[src/hw/sfspi_pkg.sv]
package sfspi_pkg;

  ////////////////////////////////////////////////////////////////////////////
  // Command codes, one byte each, shifted most significant bit first
  localparam logic [7:0] OP_WRITE_STATUS = 8'h01;
  localparam logic [7:0] OP_PROGRAM = 8'h02;
  localparam logic [7:0] OP_READ = 8'h03;
  localparam logic [7:0] OP_WRITE_DISABLE = 8'h04;
  localparam logic [7:0] OP_READ_STATUS = 8'h05;
  localparam logic [7:0] OP_WRITE_ENABLE = 8'h06;
  localparam logic [7:0] OP_FAST_READ = 8'h0b;
  localparam logic [7:0] OP_SECTOR_ERASE = 8'h20;
  localparam logic [7:0] OP_DUAL_READ = 8'h3b;
  localparam logic [7:0] OP_CHIP_ERASE = 8'hc7;
  localparam logic [7:0] OP_BLOCK_ERASE = 8'hd8;

  ////////////////////////////////////////////////////////////////////////////
  // Array geometry; no page erase code exists
  localparam int ARRAY_BYTES = 1048576;
  localparam int ARRAY_SECTORS = 256;
  localparam int ARRAY_BLOCKS = 16;
  localparam int ADDR_W = 20;

  ////////////////////////////////////////////////////////////////////////////
  // Status reset values; protect and lock ship cleared
  localparam logic [3:0] PROT_RST = 4'h0;
  localparam logic LOCK_RST = 1'b0;
  localparam logic WEL_RST = 1'b0;
  localparam logic RSVD_VAL = 1'b0;
  localparam logic [3:0] PROT_NONE = 4'h0;

  // Shift counts
  localparam logic [1:0] ADDR_LAST = 2'h2;
  localparam logic [2:0] SINGLE_LAST = 3'h7;
  localparam logic [2:0] DUAL_LAST = 3'h3;

  ////////////////////////////////////////////////////////////////////////////
  // Status byte, bit 7 down to bit 0
  typedef struct packed {
    logic lock;
    logic rsvd;
    logic [3:0] prot;
    logic write_latch_flag;
    logic busy;
  } sfspi_status_t;

  // Pad inputs that cross into the system clock
  typedef struct packed {
    logic sck;
    logic cs_b;
    logic si;
    logic hold_b;
    logic wp_b;
  } sfspi_pins_t;

  localparam sfspi_pins_t PINS_RST = 5'h0b;

  // Interface states, Gray along command, address, dummy, dual output
  typedef enum logic [2:0] {
    ST_CMD = 3'h0,
    ST_ADDR = 3'h1,
    ST_DUMMY = 3'h3,
    ST_DUAL = 3'h2,
    ST_DOUT = 3'h6,
    ST_DIN = 3'h7,
    ST_WAIT = 3'h5,
    ST_IGN = 3'h4
  } sfspi_state_t;

endpackage

[src/hw/sfspi_pin_sync.sv]
`timescale 1ns/10ps
module sfspi_pin_sync (
  input wire logic clk, // System clock
  input wire logic rst_b, // Asynchronous reset, active low
  input wire sfspi_pkg::sfspi_pins_t pin_raw, // Pads, unsynchronised
  output sfspi_pkg::sfspi_pins_t pin_sync, // After two flops
  output sfspi_pkg::sfspi_pins_t pin_prev // One cycle older, for edges
);
  import sfspi_pkg::*;

  sfspi_pins_t meta_q;
  sfspi_pins_t sync_q;
  sfspi_pins_t prev_q;

  ////////////////////////////////////////////////////////////////////////////
  // Two-flop synchroniser; only sync_q reads meta_q
  always_ff @(posedge clk or negedge rst_b) begin
    if (!rst_b) begin
      meta_q <= PINS_RST;
      sync_q <= PINS_RST;
      prev_q <= PINS_RST;
    end else begin
      meta_q <= pin_raw;
      sync_q <= meta_q;
      prev_q <= sync_q;
    end
  end

  assign pin_sync = sync_q;
  assign pin_prev = prev_q;

endmodule

[src/hw/sfspi_front_end.sv]
`timescale 1ns/10ps
// What this block does
// - Sample on SCK rise, drive on fall
// - Dual read drives both data pins
// - Dual output continues until deselect
// - Dual read ignores write-protect pin
// - Deselect during pause resets interface
// - Pause begins with SCK low
// - Pause ends with SCK low
// - Paused: outputs off, inputs ignored
// - Pause never aborts internal operation
// - Status byte field order fixed
// - Busy flag read-only; all but read status ignored while busy
// - Write latch gates program and erase
// - Write disable clears the latch
// - Latch clears on completion and reset
// - Protect bits block selected region
// - Chip erase only when unprotected
// - Protect bits default to zero
// - Reserved status bit reads zero
// - Lock bit plus pin blocks status writes
// - One megabyte array, no page erase
// - Bytes shift most significant first
// - Deselected outputs are high impedance
// - Read status returns status byte
module sfspi_front_end (
  input wire logic clk, // 50 MHz system clock
  input wire logic rst_b, // Asynchronous reset, active low
  input wire logic sck, // Serial clock pad
  input wire logic cs_b, // Chip select pad, active low
  input wire logic serial_in_dual_in, // Serial input pad level
  output logic serial_in_dual_out, // Second data output in dual read
  output logic serial_in_dual_oe, // High while driving that pad
  output logic so_out, // Serial output data
  output logic so_oe, // High while driving serial output
  input wire logic wp_b, // Write protect pad, active low
  input wire logic hold_b, // Pause pad, active low
  input wire logic core_busy, // Array engine is running
  input wire logic core_done, // Pulse: operation ended well
  input wire logic [7:0] rd_data, // Array byte for last request
  output logic rd_req, // Pulse: fetch byte at op_addr
  output logic op_start, // Pulse: start program or erase
  output logic [7:0] op_code, // Command for op_start
  output logic [sfspi_pkg::ADDR_W-1:0] op_addr, // Array address
  output logic [3:0] prot_code, // Protect bits for region check
  output logic [7:0] wr_byte, // Program data byte
  output logic wr_strobe // Pulse: wr_byte valid
);
  import sfspi_pkg::*;

  ////////////////////////////////////////////////////////////////////////////
  // Command decoding helpers
  function automatic logic is_erase(input logic [7:0] op);
    return (op == OP_SECTOR_ERASE) || (op == OP_BLOCK_ERASE);
  endfunction

  // Page erase is deliberately absent from this decode
  function automatic sfspi_state_t cmd_next(input logic [7:0] op,
                                            input logic busy);
    sfspi_state_t nxt;
    nxt = ST_IGN;
    if (!busy || (op == OP_READ_STATUS)) begin
      unique case (op)
        OP_READ_STATUS: nxt = ST_DOUT;
        OP_READ, OP_FAST_READ, OP_DUAL_READ, OP_PROGRAM,
        OP_SECTOR_ERASE, OP_BLOCK_ERASE: nxt = ST_ADDR;
        OP_WRITE_STATUS: nxt = ST_DIN;
        OP_WRITE_ENABLE, OP_WRITE_DISABLE, OP_CHIP_ERASE: nxt = ST_WAIT;
        default: nxt = ST_IGN;
      endcase
    end
    return nxt;
  endfunction

  function automatic sfspi_state_t after_addr(input logic [7:0] op);
    sfspi_state_t nxt;
    nxt = ST_WAIT;
    if (op == OP_READ) begin
      nxt = ST_DOUT;
    end else if ((op == OP_FAST_READ) || (op == OP_DUAL_READ)) begin
      nxt = ST_DUMMY;
    end else if (op == OP_PROGRAM) begin
      nxt = ST_DIN;
    end
    return nxt;
  endfunction

  ////////////////////////////////////////////////////////////////////////////
  // Pads into the clock domain and edge finding
  sfspi_pins_t pin_raw;
  sfspi_pins_t pin_s;
  sfspi_pins_t pin_p;

  assign pin_raw = '{sck: sck, cs_b: cs_b, si: serial_in_dual_in,
                     hold_b: hold_b, wp_b: wp_b};

  sfspi_pin_sync u_sync (
    .clk(clk),
    .rst_b(rst_b),
    .pin_raw(pin_raw),
    .pin_sync(pin_s),
    .pin_prev(pin_p)
  );

  logic sck_rise;
  logic sck_fall;
  logic cs_rise;
  assign sck_rise = pin_s.sck & ~pin_p.sck;
  assign sck_fall = ~pin_s.sck & pin_p.sck;
  assign cs_rise = pin_s.cs_b & ~pin_p.cs_b;

  ////////////////////////////////////////////////////////////////////////////
  // Pause tracking: the pad only counts while SCK is low and selected
  logic hold_q;
  logic hold_d;
  logic active;
  logic rise_ok;
  logic fall_ok;

  // A deselect keeps the pause until hold_b is high with CS low
  assign hold_d = (~pin_s.sck & ~pin_s.cs_b) ? ~pin_s.hold_b : hold_q;
  assign active = ~hold_q & ~pin_s.cs_b;
  assign rise_ok = sck_rise & active;
  assign fall_ok = sck_fall & active;

  always_ff @(posedge clk or negedge rst_b) begin
    if (!rst_b) begin
      hold_q <= 1'b0;
    end else begin
      hold_q <= hold_d;
    end
  end

  ////////////////////////////////////////////////////////////////////////////
  // Input shifter, most significant bit first
  logic [2:0] bit_cnt_q;
  logic [6:0] in_sr_q;
  logic [7:0] byte_in;
  logic byte_done;

  assign byte_in = {in_sr_q, pin_s.si};
  assign byte_done = rise_ok & (bit_cnt_q == SINGLE_LAST);

  // Counter resets on any deselect, including one during a pause
  always_ff @(posedge clk or negedge rst_b) begin
    if (!rst_b) begin
      bit_cnt_q <= 3'h0;
      in_sr_q <= 7'h00;
    end else if (pin_s.cs_b) begin
      bit_cnt_q <= 3'h0;
    end else if (rise_ok) begin
      bit_cnt_q <= bit_cnt_q + 3'h1;
      in_sr_q <= byte_in[6:0];
    end
  end

  ////////////////////////////////////////////////////////////////////////////
  // Interface state machine
  logic [7:0] op_q;
  logic [1:0] addr_cnt_q;
  sfspi_state_t state_q;
  sfspi_state_t state_d;

  always_comb begin
    state_d = state_q;
    if (pin_s.cs_b) begin
      state_d = ST_CMD;
    end else if (byte_done) begin
      unique case (state_q)
        ST_CMD: state_d = cmd_next(byte_in, core_busy);
        ST_ADDR: begin
          if (addr_cnt_q == ADDR_LAST) begin
            state_d = after_addr(op_q);
          end
        end
        ST_DUMMY: state_d = (op_q == OP_DUAL_READ) ? ST_DUAL : ST_DOUT;
        ST_WAIT: state_d = ST_IGN;
        ST_DUAL, ST_DOUT, ST_DIN, ST_IGN: state_d = state_q;
      endcase
    end
  end

  always_ff @(posedge clk or negedge rst_b) begin
    if (!rst_b) begin
      state_q <= ST_CMD;
    end else begin
      state_q <= state_d;
    end
  end

  ////////////////////////////////////////////////////////////////////////////
  // Command, address and data byte capture
  logic [23:0] addr_q;
  logic load;
  logic got_q;
  logic [7:0] wsr_q;
  logic rd_req_q;
  logic wr_strobe_q;
  logic [7:0] wr_byte_q;
  logic start_rd;

  assign start_rd = byte_done & ((state_q == ST_ADDR) |
                    (state_q == ST_DUMMY)) &
                    ((state_d == ST_DOUT) | (state_d == ST_DUAL));

  // Address advances the cycle after each request is shown
  always_ff @(posedge clk or negedge rst_b) begin
    if (!rst_b) begin
      op_q <= 8'h00;
      addr_cnt_q <= 2'h0;
      addr_q <= 24'h000000;
      got_q <= 1'b0;
      wsr_q <= 8'h00;
    end else if (pin_s.cs_b) begin
      addr_cnt_q <= 2'h0;
      got_q <= 1'b0;
    end else begin
      if (byte_done && (state_q == ST_CMD)) begin
        op_q <= byte_in;
      end
      if (byte_done && (state_q == ST_ADDR)) begin
        addr_cnt_q <= addr_cnt_q + 2'h1;
        addr_q <= {addr_q[15:0], byte_in};
      end else if (rd_req_q) begin
        addr_q <= addr_q + 24'h000001;
      end
      if (byte_done && (state_q == ST_DIN) && !got_q) begin
        got_q <= 1'b1;
        wsr_q <= byte_in;
      end
    end
  end

  // Program bytes stream to the engine as they arrive
  always_ff @(posedge clk or negedge rst_b) begin
    if (!rst_b) begin
      wr_strobe_q <= 1'b0;
      wr_byte_q <= 8'h00;
      rd_req_q <= 1'b0;
    end else begin
      wr_strobe_q <= byte_done & (state_q == ST_DIN) & (op_q == OP_PROGRAM);
      wr_byte_q <= byte_done ? byte_in : wr_byte_q;
      rd_req_q <= start_rd | (load & (op_q != OP_READ_STATUS));
    end
  end

  ////////////////////////////////////////////////////////////////////////////
  // Status register
  logic wel_q;
  logic lock_q;
  logic [3:0] prot_q;
  sfspi_status_t status;

  assign status = '{lock: lock_q, rsvd: RSVD_VAL, prot: prot_q,
                    write_latch_flag: wel_q, busy: core_busy};

  ////////////////////////////////////////////////////////////////////////////
  // Execution at a byte-aligned deselect
  logic exec;
  logic write_enable_cmd_exec;
  logic write_disable_cmd_exec;
  logic wsr_exec;
  logic core_exec;
  logic op_start_q;

  // A deselect while paused only resets, it never executes
  assign exec = cs_rise & ~hold_q & (bit_cnt_q == 3'h0);
  assign write_enable_cmd_exec = exec & (state_q == ST_WAIT) &
                     (op_q == OP_WRITE_ENABLE);
  assign write_disable_cmd_exec = exec & (state_q == ST_WAIT) &
                     (op_q == OP_WRITE_DISABLE);
  // Write-protect is sampled only here, so dual reads never see it
  assign wsr_exec = exec & (state_q == ST_DIN) & got_q & wel_q &
                    (op_q == OP_WRITE_STATUS) &
                    ~(lock_q & ~pin_s.wp_b);
  assign core_exec = exec & wel_q & (((state_q == ST_WAIT) &
                     (is_erase(op_q) | ((op_q == OP_CHIP_ERASE) &
                     (prot_q == PROT_NONE)))) |
                     ((state_q == ST_DIN) & got_q &
                     (op_q == OP_PROGRAM)));

  // Clears first so a write-enable in the same cycle wins
  always_ff @(posedge clk or negedge rst_b) begin
    if (!rst_b) begin
      wel_q <= WEL_RST;
      lock_q <= LOCK_RST;
      prot_q <= PROT_RST;
      op_start_q <= 1'b0;
    end else begin
      if (write_disable_cmd_exec || wsr_exec || core_done) begin
        wel_q <= 1'b0;
      end
      if (write_enable_cmd_exec) begin
        wel_q <= 1'b1;
      end
      if (wsr_exec) begin
        lock_q <= wsr_q[7];
        prot_q <= wsr_q[5:2];
      end
      // Pause state never reaches the engine's run or done
      op_start_q <= core_exec;
    end
  end

  ////////////////////////////////////////////////////////////////////////////
  // Output shifter, updated on SCK falls
  logic out_mode;
  logic dual_mode;
  logic [7:0] out_src;
  logic [7:0] out_cur;
  logic [2:0] ocnt_q;
  logic [7:0] osr_q;
  logic so_q;
  logic io0_q;
  logic drv_q;

  assign out_mode = (state_q == ST_DOUT) | (state_q == ST_DUAL);
  assign dual_mode = state_q == ST_DUAL;
  // Status is resampled at each byte, so busy can be polled
  assign out_src = (op_q == OP_READ_STATUS) ? status : rd_data;
  assign out_cur = (ocnt_q == 3'h0) ? out_src : osr_q;
  assign load = fall_ok & out_mode & (ocnt_q == 3'h0);

  always_ff @(posedge clk or negedge rst_b) begin
    if (!rst_b) begin
      ocnt_q <= 3'h0;
      osr_q <= 8'h00;
      so_q <= 1'b0;
      io0_q <= 1'b0;
      drv_q <= 1'b0;
    end else if (pin_s.cs_b) begin
      ocnt_q <= 3'h0;
      drv_q <= 1'b0;
    end else if (fall_ok && out_mode) begin
      so_q <= out_cur[7];
      io0_q <= out_cur[6];
      osr_q <= dual_mode ? {out_cur[5:0], 2'b00} : {out_cur[6:0], 1'b0};
      ocnt_q <= load ? (dual_mode ? DUAL_LAST : SINGLE_LAST)
                     : ocnt_q - 3'h1;
      drv_q <= 1'b1;
    end
  end

  ////////////////////////////////////////////////////////////////////////////
  // Pads and engine outputs
  assign so_out = so_q;
  assign so_oe = out_mode & drv_q & active;
  assign serial_in_dual_out = io0_q;
  assign serial_in_dual_oe = dual_mode & drv_q & active;
  assign rd_req = rd_req_q;
  assign op_start = op_start_q;
  assign op_code = op_q;
  assign op_addr = addr_q[ADDR_W-1:0];
  assign prot_code = prot_q;
  assign wr_byte = wr_byte_q;
  assign wr_strobe = wr_strobe_q;
endmodule

[config.mk]
export PLATFORM = sky130hd
export DESIGN_NAME = sfspi_front_end
export DESIGN_NICKNAME = d
export VERILOG_FILES = /design/src/hw/sfspi_pkg.sv /design/src/hw/sfspi_pin_sync.sv /design/src/hw/sfspi_front_end.sv
export SDC_FILE = /design/constraint.sdc
export NUM_CORES = 1
export LEC_CHECK = 0
export ABC_AREA = 1
export BUFFER_PORTS_ARGS = -buffer_cell sky130_fd_sc_hd__buf_2
export CAP_MARGIN = 20
export CELL_PAD_IN_SITES_DETAIL_PLACEMENT = 1
export CELL_PAD_IN_SITES_GLOBAL_PLACEMENT = 1
export CORE_ASPECT_RATIO = 1.5
export CORE_MARGIN = 4
export CORE_UTILIZATION = 46
export CTS_CLUSTER_DIAMETER = 80
export CTS_CLUSTER_SIZE = 30
export DETAILED_ROUTE_END_ITERATION = 6
export PLACE_DENSITY = 0.81
export SYNTH_ARGS = -nofsm -noshare
export SYNTH_HDL_FRONTEND = slang
export SYNTH_SLANG_ARGS = --single-unit
[constraint.sdc]
create_clock -name clk -period 2.5 [get_ports clk]
set_input_delay 0.5 -clock clk [delete_from_list [all_inputs] [get_ports clk]]
set_output_delay 0.5 -clock clk [all_outputs]
set_load 0.005 [all_outputs]
==> Word-level counts from Yosys, hierarchy flattened <==
Index checks and enable logic that the tools add are counted.
Widths: inputs -> output; s select.
{ "op_classes": {"eq_ne": 34, "reduce_logical": 30, "n_lt_le_gt_ge": 0, "bitwise": 50, "n_addsub": 4, "n_div": 0, "muxes": 29, "shift": 0, "mul": 0} }
{ "op_table": {"columns": ["cell", "n"], "rows": [
  ["$eq 8x3->1 const B", 6],
  ["$mux 24", 2],
  ["$mux 3", 13],
  ["$and 1x1->1", 36],
  ["$eq 8x2->1 const B", 4],
  ["$eq 8x6->1 const B", 4],
  ["$eq 8x8->1 const B", 4],
  ["$add 24x1->24 const B", 1],
  ["$mux 8", 3],
  ["$eq 3x3->1 const B", 6],
  ["$eq 8x1->1 const B", 2],
  ["$eq 8x4->1 const B", 2],
  ["$pmux 3 s5", 1],
  ["$pmux 3 s4", 1],
  ["$reduce_bool 2->1", 6],
  ["$reduce_and 2->1", 5],
  ["$eq 3x2->1 const B", 3],
  ["$logic_not 3->1", 3],
  ["$ne 8x3->1 const B", 1],
  ["$not 1->1", 8],
  ["$mux 1", 6],
  ["$mux 2", 3],
  ["$or 1x1->1", 6],
  ["$reduce_or 6->1", 1],
  ["other kinds (11)", 20]
]} }
{ "word_totals": {"latchBits": 0, "ramBits": 0, "memories": 0, "regBits": 100, "mem_bits_ro": 0, "out_inout_bits": 47, "inputBits": 17, "wordCells": 180} }

==> Logic depth before layout (Yosys ltp) <==
{ "logic_depth": {"ltp_word": 13, "mapped_depth": 12, "mapped_depth_nobuf": 11} }

==> Modules after synthesis <==
From an unflattened synthesis, not the netlist that was laid out.
{ "hier_totals": {"hier_cells": 589, "area_unflattened_um2": 4824.6} }
{ "modules_own_cells": {"columns": ["mod", "cells_per_inst", "seq_area_each_um2", "area_each_um2", "n_inst"], "rows": [
  ["sfspi_front_end", 574, 2001.9, 4438.0, 1],
  ["sfspi_pin_sync", 15, 386.6, 386.6, 1]
]} }

==> Least setup slack after synthesis <==
No wires, ideal clock.
{ "synth_path": {"path_kind": "register to register", "from": "reg addr_q[0]", "to": "reg addr_q[16]", "period_less_slack_ns": 1.629, "path_slack_ns": 0.871, "n_path_buf": 0, "setup_ns": 0.125, "arrival_ns": 1.503, "required_time_ns": 2.375, "path_stages_with_launch": 9, "path_cell_list": "dfrtp_1 ha_1 nand3_1 nor2_1 nand3_1 nor2_1 nand3_1 o22ai_1 a21oi_1"} }
{ "synth_via": {"elab_chain_len": 3} }
{ "synth_lines": {"columns": ["item", "line", "text"], "rows": [
  ["start, declared", "sfspi_front_end.sv:193", "logic [23:0] addr_q;"],
  ["start signal, assigned", "sfspi_front_end.sv:223", "addr_q <= {addr_q[15:0], byte_in};"],
  ["start signal, assigned", "sfspi_front_end.sv:225", "addr_q <= addr_q + 24'h000001;"],
  ["$add 24x1->24", "sfspi_front_end.sv:225", null],
  ["$mux 24", "sfspi_front_end.sv:224", "end else if (rd_req_q) begin"],
  ["$mux 24", "sfspi_front_end.sv:221", "if (byte_done && (state_q == ST_ADDR)) begin"]
]} }
Every way passes these cells. The select of a mux whose other input is x is not followed.
A chain may end at the register's enable or synchronous reset.

==> Final worst setup path <==
{ "layout_path": {"from": "reg state_q[0]", "to": "out serial_in_dual_oe"} }
{ "layout_via": {"elab_chain_len": 3} }
{ "layout_lines": {"columns": ["item", "line", "text"], "rows": [
  ["start, declared", "sfspi_front_end.sv:161", "sfspi_state_t state_q;"],
  ["start signal, assigned", "sfspi_front_end.sv:187", "state_q <= state_d;"],
  ["$eq 3x2->1", "sfspi_front_end.sv:318", "assign dual_mode = state_q == ST_DUAL;"],
  ["$and 1x1->1 (2 in series)", "sfspi_front_end.sv:349", "assign serial_in_dual_oe = dual_mode & drv_q & active;"],
  ["end, declared", "sfspi_front_end.sv:33", "output logic serial_in_dual_oe,"]
]} }
Every way passes these cells.

==> out/qor.txt <==
FMAX: 0.4719 GHz
Setup TNS: 0 ns
Critical Path End Type: output pin
Worst Hold Class: in -> async
I/O Buffers: 63
Register share of total power: 0.489
Seq/Total Area, Yosys: 0.4765
Post-DR wirelength/cell: 16.91 um
XOR/XNOR Fraction of Synth Area: 0.009030
Tot GR Track Use: 0.2475
Yosys reg bits: 92
Pin count of the biggest net entering global routing: 51
Post-DRT Antenna Nets: 0
Critical Path AT: 1.62 ns
Drt first pass iters: 4
Total grt overflow: 0
Layout Nets: 717
Commonest non-fill, non-tap cell in the layout: nand2_1
First-pass GRT wire length: 24120 um
H-tree Lvls: 3
Post-layout util: 0.5511
Pleak: 0.002781 uW
Sw frac: 0.2382
Via/cell ratio: 5.361
Mapped Area: 4850 um^2
Initial cell density of the core: 0.4759
Die area: 12280 um^2
Inserted Diodes: 0
Clock-pin slew on the worst setup and hold paths: 0.07 ns
Syn Area/Cell: 7.698 um^2
Final hold viol count: 0
Post-CTS Setup Bufs: 0
Layout area overhead: 15.82%
Die Span Y: 133.8 um
Max Fanout on Critical Path: 7
Synth warnings: 0
Fill count: 1303
Power per standard cell area: 577.3 nW/um^2
Total number of vias: 4498
Switching power: 772.5 uW
GPL Wtd Cong: 0.9306
Most frequent cells in the layout: nand2_1 (164), dfrtp_1 (85), inv_1 (84)
Clock Tree Root: clkbuf_16
Yosys cell types: 34
Share of total power in the clock network: 0.442
Number of remaining DRC errors: 0
CTS tree: yes
Crit Path Category: reg -> out
Max IR drop VDD: 0.0004197 V
Multiplexer share of the synthesized area: 0
Largest family of logic cells by synthesized area: simple AND/OR/NAND/NOR gates
Drt total wl: 14190 um
Final Max Slew Viols: 0
Antenna violations before repair: 0
Clock skew: 0.006626 ns
Tot Pwr: 3243 uW
Net Count, Synth: 654
I/O pin count: 64
Synth Area in Adders: 0.01806
CTS Buffer Depth: 2
Normalized max-slew margin: 0.5423
Tmin final: 2.119 ns
Vias in the first global route: 4920
Placed Cells: 823
Actual slew at the worst max-slew pin: 0.6865 ns
Crit path launch type: flip-flop
Post-CTS Resized: 0
Post-Syn Instances: 630
Layout cells sized above 1: 0.1476
Max-Cap Viols: 0
CTS Hold Bufs: 0
Gate power share: 0.068
Clock tree sinks: 92
Complex-gate fraction of the synthesized area: 0.1535
Clk_lat worst skew: 0.34 ns
Dpl hpwl: 10740 um
RSZ-0062 raised after global routing: no
Crit path required time: 2.00 ns
Setup slack, reg-to-reg: 0.47 ns
Final cell count without fillers: 839
Status: finished, final reports clean
Die X: 91.84 um
Num CTS Buffers: 9
Synth Area in Simple Gates: 0.2539
Row cnt: 45
Period utilization: 0.8476
P_int: 2470 uW
Final setup viols: 0
Core area: 10190 um^2
Iter 0 DRT Violations: 184
cells in the mapped netlist, drive strengths merged:
library cell / n / share of area
o22ai: 1 / 0.0013
xor2: 5 / 0.0090
ha: 7 / 0.018
clkbuf: 9 / 0.0070
inv: 87 / 0.067
dfrtp: 85 / 0.44
a21boi: 1 / 0.0015
o21a: 1 / 0.0015
o21ai: 77 / 0.079
buf: 10 / 0.015
o211ai: 19 / 0.029
nand2: 165 / 0.13
nor4: 2 / 0.0026
o21bai: 1 / 0.0015
nand4: 9 / 0.012
nand3b: 3 / 0.0046
o31ai: 1 / 0.0015
o311ai: 1 / 0.0018
nand3: 39 / 0.043
a21oi: 23 / 0.026
dfstp: 7 / 0.038
nor3: 9 / 0.0093
a22oi: 4 / 0.0093
nor2: 64 / 0.054
per-layer routing:
layer | vias up | global-route usage | part of all wire
li1 | 2161 | - | -
met2 | 94 | 0.4677 | 0.55
met5 | - | 0 | 0
met1 | 2213 | 0.2708 | 0.39
met3 | 30 | 0.03955 | 0.032
met4 | 0 | 0.1008 | 0.031
stage by stage:
| stage | instance area, um^2 | setup WS [ns] | hold WS [ns] |
|---|---|---|---|
| final | 5617 | 0.3809 | 0.1792 |
| after global placement | 5311 | 0.5669 | 0.3336 |
| after CTS | 5617 | 0.3632 | 0.2159 |
| after floorplan | 4850 | 0.8712 | 0.2044 |
| after detailed placement | 5311 | 0.4798 | 0.3487 |
| after global routing | 5617 | 0.2167 | 0.2302 |
cell families (layout without fill, tap and decap cells):
| logic type | Yosys count | count (layout) |
|---|---|---|
| AOI/OAI and AO/OA | 129 | 129 |
| xor gates and xnor gates | 5 | 5 |
| adders and majority gates | 7 | 7 |
| buffers and inverters | 106 | 174 |
| DFF | 92 | 92 |
| and+or+nand+nor | 291 | 291 |
power by group through the flow:
stage	Sequential [uW]	Combinational (uW)	Clock [uW]
floorplan	1570	150	0
global placement	1610	212	0
detailed placement	1610	224	0
CTS	1590	226	1470
global route	1590	255	1530
finish	1590	222	1430
sequential cells by signal, summed over array words and instances, names as in the netlist, 3 cells and up:
| register | cells |
|---|---|
| bit_cnt_q | 3 |
| u_sync.meta_q | 5 |
| addr_q | 20 |
| ocnt_q | 3 |
| prot_code | 4 |
| op_code | 8 |
| osr_q | 7 |
| wsr_q | 5 |
| u_sync.pin_sync | 5 |
| wr_byte | 8 |
| state_q | 3 |
| in_sr_q | 7 |
critical path, stage by stage, from the launching register on:
cell and delay [ns]:
dfrtp_1 0.45, inv_1 0.12, nand2_1 0.11, nor2_1 0.20, inv_1 0.12, nor3_1 0.14, buf_2 0.14
path summary, 6_finish.rpt:
path | depth (start not counted) | from | to
setup reg to reg | 8 | u_sync.pin_sync[3] | addr_q[3]
hold / removal | 1 | rst_b | op_code[3]
hold reg to reg | 0 | u_sync.meta_q[3] | u_sync.pin_sync[3]
min in group clk | 1 | wp_b | u_sync.meta_q[0]
setup / recovery | 6 | state_q[0] | serial_in_dual_oe
max in group asynchronous | 2 | rst_b | in_sr_q[1]
final cells by class:
cell class / count / area [um^2] / area share
multi-input combinational: 432 / 2107 / 0.3751
tap: 141 / 176.4 / 0.03141
clock inverter: 3 / 65.06 / 0.01158
clock buffer: 13 / 240.2 / 0.04277
inverter: 87 / 326.6 / 0.05814
sequential: 92 / 2311 / 0.4115
timing repair buffer: 71 / 390.4 / 0.06950
Note: power is estimated with default switching activity, not from simulation.
